$ cat src/pmwc_pkg.sv
// Package of constants and types for the power mode and wake-up controller.
package pmwc_pkg;
   localparam int          PMWC_NUM_IRQ      = 8;             // Interrupt sources watched.
   localparam int          PMWC_PORTA_W      = 8;             // Port A pins.
   localparam logic [2:0]  PMWC_CKS_SUB      = 3'h7;          // Select pattern for sub clock.
   localparam logic [2:0]  PMWC_CKS_RST      = 3'h0;          // Clock select after reset.
   localparam logic        PMWC_FAST_EN_RST  = 1'b1;          // Fast oscillator on after reset.
   localparam int          PMWC_CLK_MHZ      = 100;           // System clock rate.
   localparam int          PMWC_FAST_STAB_NS = 1000;          // Fast oscillator settle time.
   localparam int          PMWC_SUB_STAB_NS  = 2000;          // Sub oscillator settle time.
   localparam int          PMWC_FAST_STAB_CYC = (PMWC_FAST_STAB_NS * PMWC_CLK_MHZ + 999) / 1000;
   localparam int          PMWC_SUB_STAB_CYC  = (PMWC_SUB_STAB_NS * PMWC_CLK_MHZ + 999) / 1000;
   localparam int          PMWC_CNT_W        = 16;            // Width of the settle counters.
   localparam int          PMWC_DIV_W        = 6;             // Width of the fast clock divider.

   // Operating modes of the controller.
   typedef enum logic [2:0] {
      PMWC_NORMAL,
      PMWC_SLOW,
      PMWC_SLEEP,
      PMWC_IDLE_SUB,
      PMWC_IDLE_BOTH,
      PMWC_IDLE_FAST,
      PMWC_WAKE
   } pmwc_mode_t;

   // Reason for the last wake-up.
   typedef enum logic [1:0] {
      PMWC_WK_NONE,
      PMWC_WK_PORT,
      PMWC_WK_IRQ,
      PMWC_WK_WDT
   } pmwc_wake_t;
endpackage : pmwc_pkg

$ cat src/pmwc_osc_if.sv
// Interface between the mode controller and its oscillator settle timer.
`timescale 1ns/1ns
interface pmwc_osc_if;
   logic enable;   // Oscillator requested on.
   logic stable;   // Oscillator has settled.
   modport ctrl  (output enable, input stable);
   modport timer (input enable, output stable);
endinterface : pmwc_osc_if

$ cat src/pmwc_osc_timer.sv
// Settle timer that models when an oscillator is stable after enable.
`timescale 1ns/1ns
module pmwc_osc_timer #(
   parameter int SETTLE_CYC = 100
) (
   input  wire logic   sys_clk,
   input  wire logic   srst,
   pmwc_osc_if.timer   osc
);
   import pmwc_pkg::*;

   logic [PMWC_CNT_W-1:0] cnt_r;     // Cycles since enable.
   logic [PMWC_CNT_W-1:0] cnt_nxt;   // Next count.
   logic                  stb_r;     // Stable flag.
   logic                  stb_nxt;   // Next stable flag.

   assign osc.stable = stb_r;

   // The flag clears whenever the oscillator is off and sets after the settle time.
   always_comb begin
      cnt_nxt = cnt_r;
      stb_nxt = stb_r;
      if (!osc.enable) begin
         cnt_nxt = '0;
         stb_nxt = 1'b0;
      end else if (!stb_r) begin
         if (cnt_r >= PMWC_CNT_W'(SETTLE_CYC - 1)) begin
            stb_nxt = 1'b1;
         end else begin
            cnt_nxt = cnt_r + 1'b1;
         end
      end
   end

   // Registers the counter state.
   always_ff @(posedge sys_clk) begin
      if (srst) begin
         cnt_r <= '0;
         stb_r <= 1'b0;
      end else begin
         cnt_r <= cnt_nxt;
         stb_r <= stb_nxt;
      end
   end
endmodule : pmwc_osc_timer

$ cat src/pmwc_ctrl.sv
// Power mode and wake-up controller: clock selection, halt modes and wake sources.
`timescale 1ns/1ns
module pmwc_ctrl #(
   parameter int FAST_STAB_CYC = pmwc_pkg::PMWC_FAST_STAB_CYC,
   parameter int SUB_STAB_CYC  = pmwc_pkg::PMWC_SUB_STAB_CYC
) (
   input  wire logic                               sys_clk,
   input  wire logic                               srst,
   input  wire logic [2:0]                         system_clock_select,
   input  wire logic                               fast_osc_keep_on_halt,
   input  wire logic                               sub_osc_keep_on_halt,
   input  wire logic                               fast_osc_enable,
   input  wire logic                               halt_req,
   input  wire logic                               clr_wdt_req,
   input  wire logic                               wdt_enable,
   input  wire logic                               wdt_overflow,
   input  wire logic [pmwc_pkg::PMWC_PORTA_W-1:0]  porta_pins,
   input  wire logic [pmwc_pkg::PMWC_PORTA_W-1:0]  porta_wake_enable,
   input  wire logic [pmwc_pkg::PMWC_NUM_IRQ-1:0]  irq_flags,
   input  wire logic [pmwc_pkg::PMWC_NUM_IRQ-1:0]  irq_enable,
   input  wire logic                               stack_full,
   output logic                                    sys_clk_en,
   output logic                                    slow_mode,
   output logic                                    fast_clk_on,
   output logic                                    sub_clk_on,
   output logic                                    fast_osc_stable_flag,
   output logic                                    cpu_stalled,
   output logic                                    wake_pulse,
   output logic                                    irq_service,
   output logic                                    pc_sp_reset,
   output logic                                    wdt_clear,
   output logic                                    wdt_run,
   output logic                                    power_down_flag,
   output logic                                    watchdog_timeout_flag,
   output pmwc_pkg::pmwc_mode_t                    mode,
   output pmwc_pkg::pmwc_wake_t                    wake_cause
);
   import pmwc_pkg::*;

   pmwc_osc_if fast_if ();   // Fast oscillator request and stable flag.
   pmwc_osc_if sub_if ();    // Sub oscillator request and stable flag.

   pmwc_mode_t            mode_r;       // Current operating mode.
   pmwc_mode_t            mode_nxt;     // Next operating mode.
   pmwc_mode_t            resume_r;     // Mode to return to after wake.
   pmwc_mode_t            resume_nxt;   // Next resume mode.
   pmwc_wake_t            cause_r;      // Last wake cause.
   pmwc_wake_t            cause_nxt;    // Next wake cause.
   logic                  pdf_r;        // Power-down flag.
   logic                  pdf_nxt;      // Next power-down flag.
   logic                  to_r;         // Watchdog timeout flag.
   logic                  to_nxt;       // Next timeout flag.
   logic [PMWC_NUM_IRQ-1:0] mask_r;     // Interrupts pending at halt entry.
   logic [PMWC_NUM_IRQ-1:0] mask_nxt;   // Next mask.
   logic                  svc_r;        // Interrupt service pulse.
   logic                  svc_nxt;      // Next service pulse.
   logic                  pcsp_r;       // PC and SP reset pulse.
   logic                  pcsp_nxt;     // Next PC and SP reset pulse.
   logic                  wclr_r;       // Watchdog clear pulse.
   logic                  wclr_nxt;     // Next watchdog clear pulse.
   logic                  wake_r;       // Wake-up pulse to the core.
   logic                  wake_nxt;     // Next wake pulse.
   logic                  clken_r;      // System clock enable pulse.
   logic                  clken_nxt;    // Next clock enable pulse.
   logic [PMWC_DIV_W-1:0] div_r;        // Fast clock divider.
   logic [PMWC_DIV_W-1:0] div_nxt;      // Next divider value.
   logic [PMWC_DIV_W-1:0] div_mask;     // Divider terminal mask.
   logic                  fast_stb_r;   // Registered fast stable flag.
   logic                  fast_on_r;    // Registered fast clock state.
   logic                  sub_on_r;     // Registered sub clock state.
   logic                  slow_r;       // Registered slow indicator.
   logic                  stall_r;      // Registered stall.
   logic                  wrun_r;       // Registered watchdog run.
   logic [PMWC_PORTA_W-1:0] pa_s1_r;    // Port A synchroniser stage one.
   logic [PMWC_PORTA_W-1:0] pa_s2_r;    // Port A synchroniser stage two.
   logic [PMWC_PORTA_W-1:0] pa_s3_r;    // Port A synchroniser stage three.
   logic [PMWC_PORTA_W-1:0] pa_lvl_r;   // Port A level accepted once stages agree.
   logic [PMWC_PORTA_W-1:0] pa_fall;    // Port A falling edges per pin.
   logic                  port_wake;    // Any enabled pin fell.
   logic                  irq_wake;     // Any unmasked interrupt pending.
   logic                  powered_dn;   // In sleep or an idle mode.

   // Oscillator settle timers for the fast and sub clocks.
   pmwc_osc_timer #(.SETTLE_CYC(FAST_STAB_CYC)) u_fast (
      .sys_clk (sys_clk),
      .srst    (srst),
      .osc     (fast_if.timer)
   );
   pmwc_osc_timer #(.SETTLE_CYC(SUB_STAB_CYC)) u_sub (
      .sys_clk (sys_clk),
      .srst    (srst),
      .osc     (sub_if.timer)
   );

   // A pin falls once the second and third stages agree low after an accepted high.
   genvar gi;
   generate
      for (gi = 0; gi < PMWC_PORTA_W; gi++) begin : g_pa
         assign pa_fall[gi] = porta_wake_enable[gi] & pa_lvl_r[gi] & ~pa_s2_r[gi] &
                              ~pa_s3_r[gi];
      end
   endgenerate

   assign powered_dn = (mode_r == PMWC_SLEEP) || (mode_r == PMWC_IDLE_SUB) ||
                       (mode_r == PMWC_IDLE_BOTH) || (mode_r == PMWC_IDLE_FAST);
   assign port_wake  = |pa_fall;
   assign irq_wake   = |(irq_flags & ~mask_r);

   // Oscillator requests follow the mode; outside sleep and idle the fast one also obeys its enable bit.
   always_comb begin
      fast_if.enable = fast_osc_enable;
      sub_if.enable  = 1'b1;
      case (mode_r)
         PMWC_SLEEP:     begin
            fast_if.enable = 1'b0;
            sub_if.enable  = wdt_enable;
         end
         PMWC_IDLE_SUB:  fast_if.enable = 1'b0;
         PMWC_IDLE_BOTH: begin
            fast_if.enable = 1'b1;
            sub_if.enable  = 1'b1;
         end
         PMWC_IDLE_FAST: begin
            fast_if.enable = 1'b1;
            sub_if.enable  = wdt_enable;
         end
         PMWC_SLOW:      begin
            // A request to leave slow mode must restart the fast oscillator.
            fast_if.enable = fast_osc_enable | (system_clock_select != PMWC_CKS_SUB);
         end
         default:        begin
            // In normal mode the fast clock runs unless the sub clock is selected and the bit is clear.
            fast_if.enable = fast_osc_enable | (system_clock_select != PMWC_CKS_SUB);
         end
      endcase
   end

   // Divider mask: selection n up to 6 gives one enable every two to the n cycles; selection 7 gives one every 64.
   always_comb begin
      div_mask = PMWC_DIV_W'((7'h01 << system_clock_select) - 7'h01);
   end

   // Mode sequencing, flags and the wake-up decision.
   always_comb begin
      mode_nxt   = mode_r;
      resume_nxt = resume_r;
      cause_nxt  = cause_r;
      pdf_nxt    = pdf_r;
      to_nxt     = to_r;
      mask_nxt   = mask_r;
      svc_nxt    = 1'b0;
      pcsp_nxt   = 1'b0;
      wclr_nxt   = 1'b0;
      wake_nxt   = 1'b0;
      clken_nxt  = 1'b0;
      div_nxt    = div_r;
      if (clr_wdt_req) begin
         pdf_nxt = 1'b0;
      end
      case (mode_r)
         PMWC_NORMAL, PMWC_SLOW: begin
            // Clock enable pulses only once the selected source has settled.
            if (mode_r == PMWC_SLOW) begin
               clken_nxt = sub_if.stable;
               if (system_clock_select != PMWC_CKS_SUB && fast_if.stable) begin
                  mode_nxt = PMWC_NORMAL;
                  div_nxt  = '0;
               end
            end else begin
               if (fast_if.stable) begin
                  clken_nxt = ((div_r & div_mask) == '0);
                  div_nxt   = div_r + 1'b1;
               end
               if (system_clock_select == PMWC_CKS_SUB && sub_if.stable) begin
                  mode_nxt = PMWC_SLOW;
               end
            end
            if (halt_req) begin
               clken_nxt  = 1'b0;
               resume_nxt = mode_r;
               pdf_nxt    = 1'b1;
               to_nxt     = 1'b0;
               wclr_nxt   = 1'b1;
               mask_nxt   = irq_flags;
               cause_nxt  = PMWC_WK_NONE;
               case ({fast_osc_keep_on_halt, sub_osc_keep_on_halt})
                  2'b00:   mode_nxt = PMWC_SLEEP;
                  2'b01:   mode_nxt = PMWC_IDLE_SUB;
                  2'b11:   mode_nxt = PMWC_IDLE_BOTH;
                  default: mode_nxt = PMWC_IDLE_FAST;
               endcase
            end
         end
         PMWC_SLEEP, PMWC_IDLE_SUB, PMWC_IDLE_BOTH, PMWC_IDLE_FAST: begin
            // Execution is frozen; only the three wake sources leave this state.
            if (wdt_overflow) begin
               to_nxt    = 1'b1;
               pcsp_nxt  = 1'b1;
               cause_nxt = PMWC_WK_WDT;
               mode_nxt  = PMWC_WAKE;
            end else if (port_wake) begin
               cause_nxt = PMWC_WK_PORT;
               mode_nxt  = PMWC_WAKE;
            end else if (irq_wake) begin
               cause_nxt = PMWC_WK_IRQ;
               mode_nxt  = PMWC_WAKE;
            end
         end
         PMWC_WAKE: begin
            // Hold the core until the clock it resumes on is stable.
            if ((resume_r == PMWC_SLOW) ? sub_if.stable : fast_if.stable) begin
               mode_nxt = resume_r;
               wake_nxt = 1'b1;
               div_nxt  = '0;
               mask_nxt = '0;
               if (cause_r == PMWC_WK_IRQ) begin
                  svc_nxt = |(irq_flags & ~mask_r & irq_enable) & ~stack_full;
               end
            end
         end
         default: mode_nxt = PMWC_NORMAL;
      endcase
   end

   // Registers the controller state and its outputs.
   always_ff @(posedge sys_clk) begin
      if (srst) begin
         mode_r     <= PMWC_NORMAL;
         resume_r   <= PMWC_NORMAL;
         cause_r    <= PMWC_WK_NONE;
         pdf_r      <= 1'b0;
         to_r       <= 1'b0;
         mask_r     <= '0;
         svc_r      <= 1'b0;
         pcsp_r     <= 1'b0;
         wclr_r     <= 1'b0;
         wake_r     <= 1'b0;
         clken_r    <= 1'b0;
         div_r      <= '0;
         fast_stb_r <= 1'b0;
         fast_on_r  <= 1'b0;
         sub_on_r   <= 1'b0;
         slow_r     <= 1'b0;
         stall_r    <= 1'b0;
         wrun_r     <= 1'b0;
         pa_s1_r    <= '1;
         pa_s2_r    <= '1;
         pa_s3_r    <= '1;
         pa_lvl_r   <= '1;
      end else begin
         mode_r     <= mode_nxt;
         resume_r   <= resume_nxt;
         cause_r    <= cause_nxt;
         pdf_r      <= pdf_nxt;
         to_r       <= to_nxt;
         mask_r     <= mask_nxt;
         svc_r      <= svc_nxt;
         pcsp_r     <= pcsp_nxt;
         wclr_r     <= wclr_nxt;
         wake_r     <= wake_nxt;
         clken_r    <= clken_nxt;
         div_r      <= div_nxt;
         fast_stb_r <= fast_if.stable;
         fast_on_r  <= fast_if.enable;
         sub_on_r   <= sub_if.enable;
         slow_r     <= (mode_r == PMWC_SLOW);
         stall_r    <= powered_dn || (mode_r == PMWC_WAKE) || halt_req;
         wrun_r     <= wdt_enable && !wclr_nxt;
         pa_s1_r    <= porta_pins;
         pa_s2_r    <= pa_s1_r;
         pa_s3_r    <= pa_s2_r;
         pa_lvl_r   <= (pa_s2_r & pa_s3_r) | (pa_lvl_r & (pa_s2_r | pa_s3_r)); // Holds on disagree.
      end
   end

   assign sys_clk_en            = clken_r;
   assign slow_mode             = slow_r;
   assign fast_clk_on           = fast_on_r;
   assign sub_clk_on            = sub_on_r;
   assign fast_osc_stable_flag  = fast_stb_r;
   assign cpu_stalled           = stall_r;
   assign wake_pulse            = wake_r;
   assign irq_service           = svc_r;
   assign pc_sp_reset           = pcsp_r;
   assign wdt_clear             = wclr_r;
   assign wdt_run               = wrun_r;
   assign power_down_flag       = pdf_r;
   assign watchdog_timeout_flag = to_r;
   assign mode                  = mode_r;
   assign wake_cause            = cause_r;
endmodule : pmwc_ctrl

$ cat config.mk
export PLATFORM = sky130hd
export DESIGN_NAME = pmwc_ctrl
export DESIGN_NICKNAME = d
export VERILOG_FILES = /design/src/pmwc_pkg.sv /design/src/pmwc_osc_if.sv /design/src/pmwc_osc_timer.sv /design/src/pmwc_ctrl.sv
export SDC_FILE = /design/constraint.sdc
export NUM_CORES = 1
export LEC_CHECK = 0
export ABC_AREA = 1
export BUFFER_PORTS_ARGS = -buffer_cell sky130_fd_sc_hd__buf_2
export CORE_UTILIZATION = 55
export DETAILED_ROUTE_END_ITERATION = 8
export GPL_ROUTABILITY_DRIVEN = 0
export PLACE_DENSITY = 0.88
export SYNTH_ARGS = -nofsm -noshare
export SYNTH_HDL_FRONTEND = slang
export SYNTH_SLANG_ARGS = --single-unit
$ cat constraint.sdc
create_clock -name sys_clk -period 1.8 [get_ports sys_clk]
set_input_delay 0.18 -clock sys_clk [delete_from_list [all_inputs] [get_ports sys_clk]]
set_output_delay 0.18 -clock sys_clk [all_outputs]
set_load 0.01 [all_outputs]
-- Word level (Yosys, flattened, before mapping)
Index checks and enable logic that the tools add are counted.
- output and inout bits: 18
- flip-flop bits (word level): 101
- logic and storage cells: 193
- order comparisons: 2
- add/sub/neg operators: 4
- bitwise operators: 62
- shift operators: 1
- multiplexer cells: 42
- equal/unequal tests: 20
- reduce and logical (&&, ||, !) cells: 36
- operators by type and width (operator ; count):
    $add 16x1->16 const B ; 2
    $and 8x8->8 ; 4
    $not 1->1 ; 28
    $and 1x1->1 ; 25
    $mux 3 ; 8
    $mux 6 ; 4
    $reduce_or 8->1 ; 3
    $pmux 3 s3 ; 2
    $mux 1 ; 17
    $ge 16x7->1 const B ; 1
    $ge 16x8->1 const B ; 1
    $mux 8 ; 2
    $or 8x8->8 ; 2
    $pmux 8 s2 ; 1
    $reduce_or 2->1 ; 8
    $eq 3x3->1 const B ; 4
    $ne 4x4->1 const B ; 3
    $pmux 6 s2 ; 1
    $reduce_and 3->1 ; 3
    $mux 2 ; 4
    $not 8->8 ; 1
    $reduce_and 4->1 ; 2
    $reduce_or 4->1 ; 2
    $add 6x1->6 const B ; 1
    other kinds (22) ; 38

-- Longest topological paths before layout
Gate-level depths: netlist of run 1.
- word-level depth: 7
- mapped depth: 11
- depth with buffers taken out: 11

-- Modules after synthesis
From an unflattened synthesis of run 1, not the netlist that was laid out.
- cells, all modules: 606
- area, all modules: 4494.3 sq um
- modules (own cells, without submodules) (module ; cells each ; area an instance (sq um) ; times used ; sequential area each (sq um)):
    pmwc_ctrl ; 394 ; 2927.8 ; 1 ; 1341.3
    pmwc_osc_timer at u_sub ; 105 ; 785.8 ; 1 ; 340.3
    pmwc_osc_timer at u_fast ; 107 ; 780.7 ; 1 ; 340.3

-- Least setup slack after synthesis of run 1
Ideal clock, no wire load.
- path kind: flip-flop to flip-flop
- start point: reg u_fast.cnt_r[0]
- end point: reg u_fast.cnt_r[5]
- setup time: 0.070 ns
- period minus slack after synthesis: 1.383 ns
- stages on the path, launching flop included: 10
- path slack: 0.417 ns
- data arrival time: 1.314 ns
- cells stage by stage: dfxtp_1 -> ha_1 -> inv_1 -> nand3_1 -> nand3_1 -> nand3_1 -> nor2_2 -> buf_4 -> nand3b_1 -> a21oi_1
- cells in the longest elaborated chain, start to end: 3
- elaborated cells between the ends (all ways): 4
- those cells by class: add/sub (1); order compare (1); bitwise (1); reduce/logical (1)
- RTL lines (item ; line ; source):
    start, declared ; pmwc_osc_timer.sv:12 ; logic [PMWC_CNT_W-1:0] cnt_r;
    start signal, assigned ; pmwc_osc_timer.sv:41 ; cnt_r <= cnt_nxt;
    $ge 16x7->1 ; pmwc_osc_timer.sv:27 ; if (cnt_r >= PMWC_CNT_W'(SETTLE_CYC - 1)) begin
    $not 1->1 (no line) ; n/a ;
    $reduce_and 2->1 (no line) ; n/a ;
Parallel ways exist; a longest one is shown, timed or not.
A chain may end at the register's enable or synchronous reset.

-- Worst setup path after layout of run 1
- start point: reg mode_r[0], in the netlist mode[0]
- end point: reg mask_r[0]
- cells in the longest elaborated chain, start to end: 4
- elaborated cells between the ends (all ways): 9
- those cells by class: eq/ne (4); mux (1); reduce/logical (4)
- RTL lines (item ; line ; source):
    start, declared ; pmwc_ctrl.sv:43 ; pmwc_mode_t mode_r;
    start signal, assigned ; pmwc_ctrl.sv:251 ; mode_r <= mode_nxt;
    $eq 3x1->1 or $logic_not 3->1 (tied branches) ; pmwc_ctrl.sv:160 ; case (mode_r)
    $reduce_or 2->1 ; pmwc_ctrl.sv:160 ;
    $ne 2x2->1 (no line) or $reduce_bool 2->1 (tied branches) ; n/a ;
    $reduce_and 3->1 (no line) ; n/a ;
    end signal, assigned ; pmwc_ctrl.sv:256 ; mask_r <= mask_nxt;
    end, declared ; pmwc_ctrl.sv:53 ; logic [PMWC_NUM_IRQ-1:0] mask_r;
Parallel ways exist; a longest one is shown, timed or not.

==> summary by stage, run 1 <==
Global routing
The number of antenna violations at the first check in global routing is 0. The via count of the first global-routing pass came to about 3600. The aggregate global routing overflow is 0. The largest net degree at the start of global routing is 38. The first global-routing pass estimated 15500 microns of wire.

Global routing used 23.1% of the available tracks.

Worst hold path
The kind of path behind the tightest hold check is input port to register. The count of cells along the worst hold path is 2.

Worst setup path
The worst setup path is captured at a register. The data arrival time of the critical path is 1.86 ns. The cell seen most often among critical-path stages is nand2_4. The cell family contributing the most delay on the critical path is flip-flops. For the worst setup path, the data required time is 2.04 ns. The worst setup path is of the register to register kind.

Of all nets on the critical path, the largest fanout is 13. The slowest library cell on the worst path is dfxtp_1. Together, buffers and inverters on the worst path number 3.

In this run the number of cells on the critical path is 9. In this design, the stage delay of the slowest critical-path cell is 0.60 ns. For the worst flop-to-flop path, the logic depth is 9. The signal on the critical path passes through nor2_8 > inv_4 > nand2_4 > nand2_2 > clkinv_2 > nand2_4 > clkinv_4 > nand3_2 > a21oi_2.

The startpoint type of the worst setup path is a register.

Routing
After detailed routing, the number of remaining DRC violations is 0. The first-pass detailed-route iteration total is 4. In the final routed layout, each cell accounts on average for around 12 microns. The routed layout has 3780 vias. The total routed wirelength is 9000 microns.

The via density per instance is 5.12. The initial DRC count is around 190. Once detail routing completed, the nets flagged for antenna violations numbered 0.

Cells and area
The library cell used most frequently in the layout, excluding fill and tap cells, is nand2_1. The area of the multi-input gates is 1930 sq um. The layout overhead on the synthesized area is 16.2%. Leaving out fill and tap cells, the most frequent cells in the layout are nand2_1, dfxtp_1, inv_1.

The share of cells above drive strength 1 is 22.5%. Cells fill 67.8% of the core in the end. Fill cells in the final layout number slightly below 600. The number of antenna repair diodes is 0. Summing all flip-flop and latch instances after layout gives 2020 sq um. The net count of the finished layout is around 690.

Yosys
dfxtp_1 takes more of the synthesized area than any other cell. The number of flops mapped to enable cells by yosys is 0. The fraction of post-synthesis cell area in the top cell type by area is 46.8%. The share of synthesized area occupied by flip-flops and latches is 46.8%. The fraction of registers with async set/reset is 0%. After synthesis the netlist holds a flip-flop and latch count of 101. For this run, the number of Yosys warnings is 0. In this run the cell area of the synthesized design comes to 4320 sq um.

The count of distinct cell types in the synthesized netlist is 42. Among all flip-flop cells after synthesis, the most frequent one is dfxtp_1. The synthesized area per cell is 7.69 sq um. Synthesis produced a netlist with a net count of around 620. Counting every instance in the synthesized netlist gives 562. After synthesis, the cell types taking the most area are dfxtp_1, nand2_1, inv_1.

Clock network
After clock tree synthesis, the clock-pin slew on the worst setup and hold paths is 0.10 ns. The maximum level of the CTS H-tree is 3. The CTS root buffer is clkbuf_8. TritonCTS built the clock tree. No sink is reached through more buffers than the 2 on the longest clock path. The number of setup buffers added after CTS is 0. TritonCTS created 9 clock buffers. The clock reaches the later pin of the worst-skew pair after 0.37 ns.

CTS saw a little over 100 sinks.

Floorplanning
In this run the vertical extent of the chip is between 90 and 100 microns. The die covers 8220 sq um. The area of the placeable core is 7410 sq um. Once the floorplan was initialized, standard cells occupied 58.4% of the core. The die width is 90.7 microns. The floorplan has 31 rows. 63 I/O pins were placed.

Timing
The shortest clock period the worst path allows after layout is 1.62 ns. Of the available clock period, the critical path in the final layout requires between 80% and 90%. The worst clock skew on the final layout is between 0.01 and 0.015 ns. After routing, the total negative slack on setup checks comes to 0 ns. The worst max-slew margin expressed relative to the limit is 71.3%.

Setup violations remaining at the end of the flow were counted as 0. The total count of hold-check failures in the final report came to 0. At the pin with the least slew margin, the transition time is roughly 0.43 ns. The final number of max-transition violations is 0. Setup repair after global routing left no endpoint under its margin.

The maximum clock frequency is 0.618 GHz.

Power
Power spread over the standard cell area amounts to 1140 nW/um^2. In this run the static leakage power is 2.23 nW. The maximum ir drop on the vdd rail is between 0.5 and 0.6 mV.

Run
The number of max-capacitance violations reported is 0.

Place
The HPWL after detailed placement is 6440 microns. Input and output buffers added on the ports amount to 62.

Run status
The flow ran to the end, and the final reports show no timing, DRC or antenna violations.
path summary, 6_finish.rpt:
path	end	slack (ns)	startpoint
min reg2reg	pa_s2_r[4]	0.42	pa_s1_r[4]
min	resume_r[0]	0.07	halt_req
max reg2reg	mask_r[0]	0.18	mode[0]
max	mask_r[0]	0.18	mode[0]
area by class of cell:
| type | count | area share, % |
|---|---|---|
| Clock buffer | 9 | 2.47 |
| Clock inverter | 7 | 1.82 |
| Tap cell | 99 | 2.47 |
| Sequential cell | 101 | 40.2 |
| Inverter | 81 | 6.23 |
| Timing Repair Buffer | 73 | 8.27 |
| Multi-Input combinational cell | 369 | 38.5 |
cells in the mapped netlist, types with 2 or more instances:
library cell,number
buf_2,3
nand3_1,36
clkbuf_1,4
dfxtp_1,101
nor2_1,73
or2_2,24
o21bai_1,2
nand2_1,105
a21oi_1,32
nor3_1,8
nand2_2,4
nand2_4,2
xor2_1,6
buf_4,2
a31oi_1,2
nor2_2,4
nand3_2,9
o21ai_1,4
ha_1,8
inv_2,4
o21ai_0,17
inv_1,74
nand4_1,10
nand3b_1,2
a21oi_2,9
flip-flops by register name (all words and copies together), names as in the netlist, 2 cells and up:
register,count
u_fast.cnt_r,16
u_sub.cnt_r,16
mask_r,8
pa_lvl_r,8
pa_s1_r,8
pa_s2_r,8
pa_s3_r,8
div_r,6
mode,3
resume_r,3
wake_cause,2
power by group:
group,switching (mW),leakage [nW],internal (mW),total [mW]
logic,1.00,1.30,0.549,1.55
registers,0.185,0.825,2.47,2.66
clock network,0.837,0.105,0.676,1.51
total,2.02,2.23,3.70,5.72
metal layers:
metal  routed length [microns]  part of all wire (%)  up-vias  track usage (%)
met5                         0                     0        -                0
met4                       146                   1.6        0             7.39
met3                       614                   6.8       15             6.40
met2                      4350                    48      136             40.5
met1                      3890                    43     1705             27.0
li1                          -                     -     1924                -
logic make-up (layout without fill, tap and decap cells):
| group | Yosys count | count (layout) | share of synthesized area, % |
|---|---|---|---|
| compound gates | 73 | 73 | 10.0 |
| xor+xnor | 7 | 7 | 1.42 |
| buf+inv | 92 | 170 | 8.62 |
| flops | 101 | 101 | 46.8 |
| simple gates | 281 | 281 | 30.9 |
| fa+ha+maj | 8 | 8 | 2.31 |
what timing repair did:
item                                    in CTS  in global routing
resized for setup                            0                  1
hold endpoints to repair                     8                  1
endpoints found under the setup margin       0                  3
hold buffers                                 8                  1
through the flow:
stage | setup slack, ns | power, mW | hold slack [ns] | cells | instance area, sq um
3_5_place_dp | 0.193 | 4.22 | 0.370 | 714 | 4710
2_1_floorplan | 0.417 | 3.81 | 0.263 | 562 | 4320
5_1_grt | 0.0684 | 6.06 | 0.0597 | 739 | 5020
4_1_cts | 0.164 | 5.73 | 0.00102 | 738 | 5010
6_report | 0.181 | 5.72 | 0.0675 | 739 | 5020
3_3_place_gp | 0.250 | 4.14 | 0.362 | 714 | 4710
Power figures use the tool's default switching activity.
==> run 2: changes to the inputs <==
--- a/config.mk
+++ b/config.mk
@@ -7,10 +7,10 @@
 export LEC_CHECK = 0
 export ABC_AREA = 1
 export BUFFER_PORTS_ARGS = -buffer_cell sky130_fd_sc_hd__buf_2
-export CORE_UTILIZATION = 55
+export CORE_UTILIZATION = 51
 export DETAILED_ROUTE_END_ITERATION = 8
 export GPL_ROUTABILITY_DRIVEN = 0
-export PLACE_DENSITY = 0.88
+export PLACE_DENSITY = 0.86
 export SYNTH_ARGS = -nofsm -noshare
 export SYNTH_HDL_FRONTEND = slang
 export SYNTH_SLANG_ARGS = --single-unit
==> constraint.sdc (replaced) <==
create_clock -name sys_clk -period 1.38 [get_ports sys_clk]
set_input_delay 0.138 -clock sys_clk [delete_from_list [all_inputs] [get_ports sys_clk]]
set_output_delay 0.138 -clock sys_clk [all_outputs]
set_load 0.01 [all_outputs]
==> summary by stage, run 2 (synthesis gave the netlist of run 1 again) <==
Clock network
The buffer levels on the longest clock path is 2 (unchanged). The number of buffers added by the clock tree synthesis step was 9 (unchanged). The clock sink count is 101 (unchanged).

The clock transition at the register clock pins on the worst setup and hold paths after CTS was 0.11 ns (about the same). The CTS root buffer is clkbuf_8. The CTS tree is done. The insertion delay to the later sink of the worst-skew pair was 0.40 ns (+0.03 ns). The maximum level of the CTS H-tree is 3 (unchanged).

Worst setup path
The type of the worst setup path is register to register. The maximum fanout encountered on the critical timing path is 6 (-7). The data arrival time of the critical path is 1.76 ns (-0.10 ns). The required time at the worst-slack endpoint is 1.66 ns (-0.38 ns). The startpoint type of the worst setup path is a register. The endpoint class of the critical path is a register.

Power
The total internal power is 5.34 mW (+44%). The relative contribution of combinational cells to total power was 37.5% (+10 points). The overall power after layout is 8.67 mW (+51%). The switching component of the power was 3.33 mW (+64%). The share of total power consumed by net switching is 38.4% (+3.0 points).

The areal power density over the cells is 1470 nW/um^2 (+29%). The maximum ir drop on the vdd rail came to 0.922 mV (+83%). The static leakage is 2.60 nW (+17%). The relative contribution of the clock network to total power is 22.0% (-4.5 points). The sequential cell fraction of total power is 40.5% (-5.9 points).

Timing
The worst max-slew margin expressed relative to the limit came to 76.3% (+5.0 points). The total count of hold-check failures in the final report is 0 (unchanged). Setup repair after global routing could not meet its margin everywhere. The share of the clock period used by the worst path is 107% (+17 points). The final count of negative-setup-slack endpoints is 32 (+32). The worst clock skew on the final layout was 0.0148 ns (+0.00395 ns). The worst-margin pin slew is 0.355 ns (-0.0743 ns). The worst setup slack after layout was -0.0960 ns (-0.277 ns). The final number of max-transition violations is 0 (unchanged).

The shortest clock period the worst path allows after layout is 1.48 ns (-0.143 ns). The maximum clock frequency is 0.678 GHz (+9.7%).

Cells and area
The largest registers in the layout are u_fast.cnt_r (16), u_sub.cnt_r (16). The share of cells above drive strength 1 is 41.9% (+19 points). The post-layout utilization of the core came to 71.7% (+3.9 points). The count of non-filler cells in the finished layout is 801 (+8.4%). The number of filler cells placed in the layout was 519 (-12%). The final net count was 743 (+8.0%). Leaving out fill and tap cells, the most frequent cell in the layout is nand2_1.

The top cell types in the final layout, fill and taps aside, are nand2_1, dfxtp_1, buf_2. Compared with the post-synthesis result, the final layout area differs by 36.2%.

Routing
The via density per instance was 5.45 (+6.5%). The number of vias after detailed routing is 4362 (+15%). The post-detailed-route count of antenna-violating nets is 0 (unchanged). The initial DRC count was 307 (+65%). The total routed wirelength is 13100 microns (+46%). The detailed-route wire length per cell was 16.4 microns (+34%). The post-detailed-route DRC marker count is 0 (unchanged). The first-pass detailed-route iteration total was 5 (+1).

Floorplanning
The overall die height is 94.1 microns (+3.8%). The number of placed I/O pins is 63 (unchanged). The number of placement rows was 33 (+6.5%). The area enclosed by the die boundary is 8850 sq um (+7.7%). The area of the placeable core came to 8220 sq um (+11%). The die width is 94.1 microns (+3.8%). The starting density of the core is 52.6% (-5.7 points).

Global routing
The total global routing track utilization is 24.1% (+1.0 points). The number of antenna violations at the first check in global routing is 1 (+1). The wire length of the first global-routing pass is 16500 microns (+6.7%).

The via count of the first global-routing pass came to 3778 (+3.9%). The aggregate global routing overflow was 0 (unchanged). The largest net degree at the start of global routing is 38 (unchanged).

Run
The number of max-capacitance violations reported is 0 (unchanged).

Worst hold path
The kind of path behind the tightest hold check is input port to register.

Run status
The final reports fail on negative setup slack. The flow ran to the end, but the final reports show violations.

Place
The post-placement setup slack is -0.147 ns (-0.340 ns). The HPWL after detailed placement came to 7000 microns (+8.6%). The cell count after placement is 754 (+5.6%). The number of port buffers came to 62 (unchanged).
[run 2: cell types whose count changed in the layout (fill, tap and decap cells not counted), moves of 6 or more]
cell     change
nor2_1      -12
nand3_1     -11
inv_1       -13
dfxtp_1     -23
a21oi_2      +6
nand2_2     +11
nand2_1     -14
dfxtp_2     +20
nand3_2      +8
buf_4       +40
inv_2        +9
a21oi_1      -6
buf_6       +12
nor2_4       +7
[run 2: layout make-up]
type,count,area (sq um),share of cell area (%)
multi-input combinational,370,2280,38.7
sequential,101,2060,35.0
timing repair buffer,126,871,14.8
inverter,81,345,5.86
tap,105,131,2.23
clock buffer,9,124,2.10
clock inverter,7,75.1,1.27
timing repair inverter,1,5.00,0.0850
antenna,1,2.50,0.0425
[run 2: critical path, cell delays in order (launching register included)]
cell     delay, ns
dfxtp_1       0.41
nand3_2       0.15
nand2_1       0.14
o21ai_4       0.10
nand2_8       0.12
nand3_4       0.13
buf_6         0.16
o21ai_2       0.10
a21oi_1       0.05
[run 2: final timing paths]
kind	endpoint	depth (start not counted)	slack (ns)	startpoint
worst max-delay path	div_r[0]	8	-0.1	resume_r[0]
worst min-delay path	mask_r[4]	3	0.009	irq_flags[4]
worst max register to register	div_r[0]	8	-0.1	resume_r[0]
worst min register to register	pa_s2_r[1]	1	0.40	pa_s1_r[1]
[run 2: power groups by stage]
stage                     clock network [mW]  logic (mW)  registers, mW
after global routing                    1.99        3.48           3.54
after global placement                     0        2.21           3.47
final                                   1.90        3.25           3.51
after CTS                               1.88        2.39           3.44
after floorplan                            0        1.43           3.54
after detailed placement                   0        2.31           3.48
[run 2: through the flow]
step           hold slack [ns]  area, sq um  TNS, ns
2_1_floorplan            0.221         4320        0
6_report               0.00851         5890    -1.20
3_3_place_gp             0.321         4980   -0.198
4_1_cts                 0.0180         5360  -0.0207
3_5_place_dp             0.325         4980    -1.34
5_1_grt                 0.0233         5890    -3.46
[run 2: layer usage]
layer | wire (microns) | track usage (%)
met4 | 659 | 13.5
met5 | 0 | 0
met3 | 783 | 5.42
met1 | 4900 | 26.6
met2 | 6780 | 42.6
[run 2: what timing repair did]
action | CTS | global route
endpoints found under the setup margin | 45 | 56
pin swaps | 5 | 38
hold buffers | 9 | 0
endpoints found under the hold margin | 9 | 0
cloned | 1 | 2
gates resized for setup | 30 | 114
buffers inserted | 2 | 16
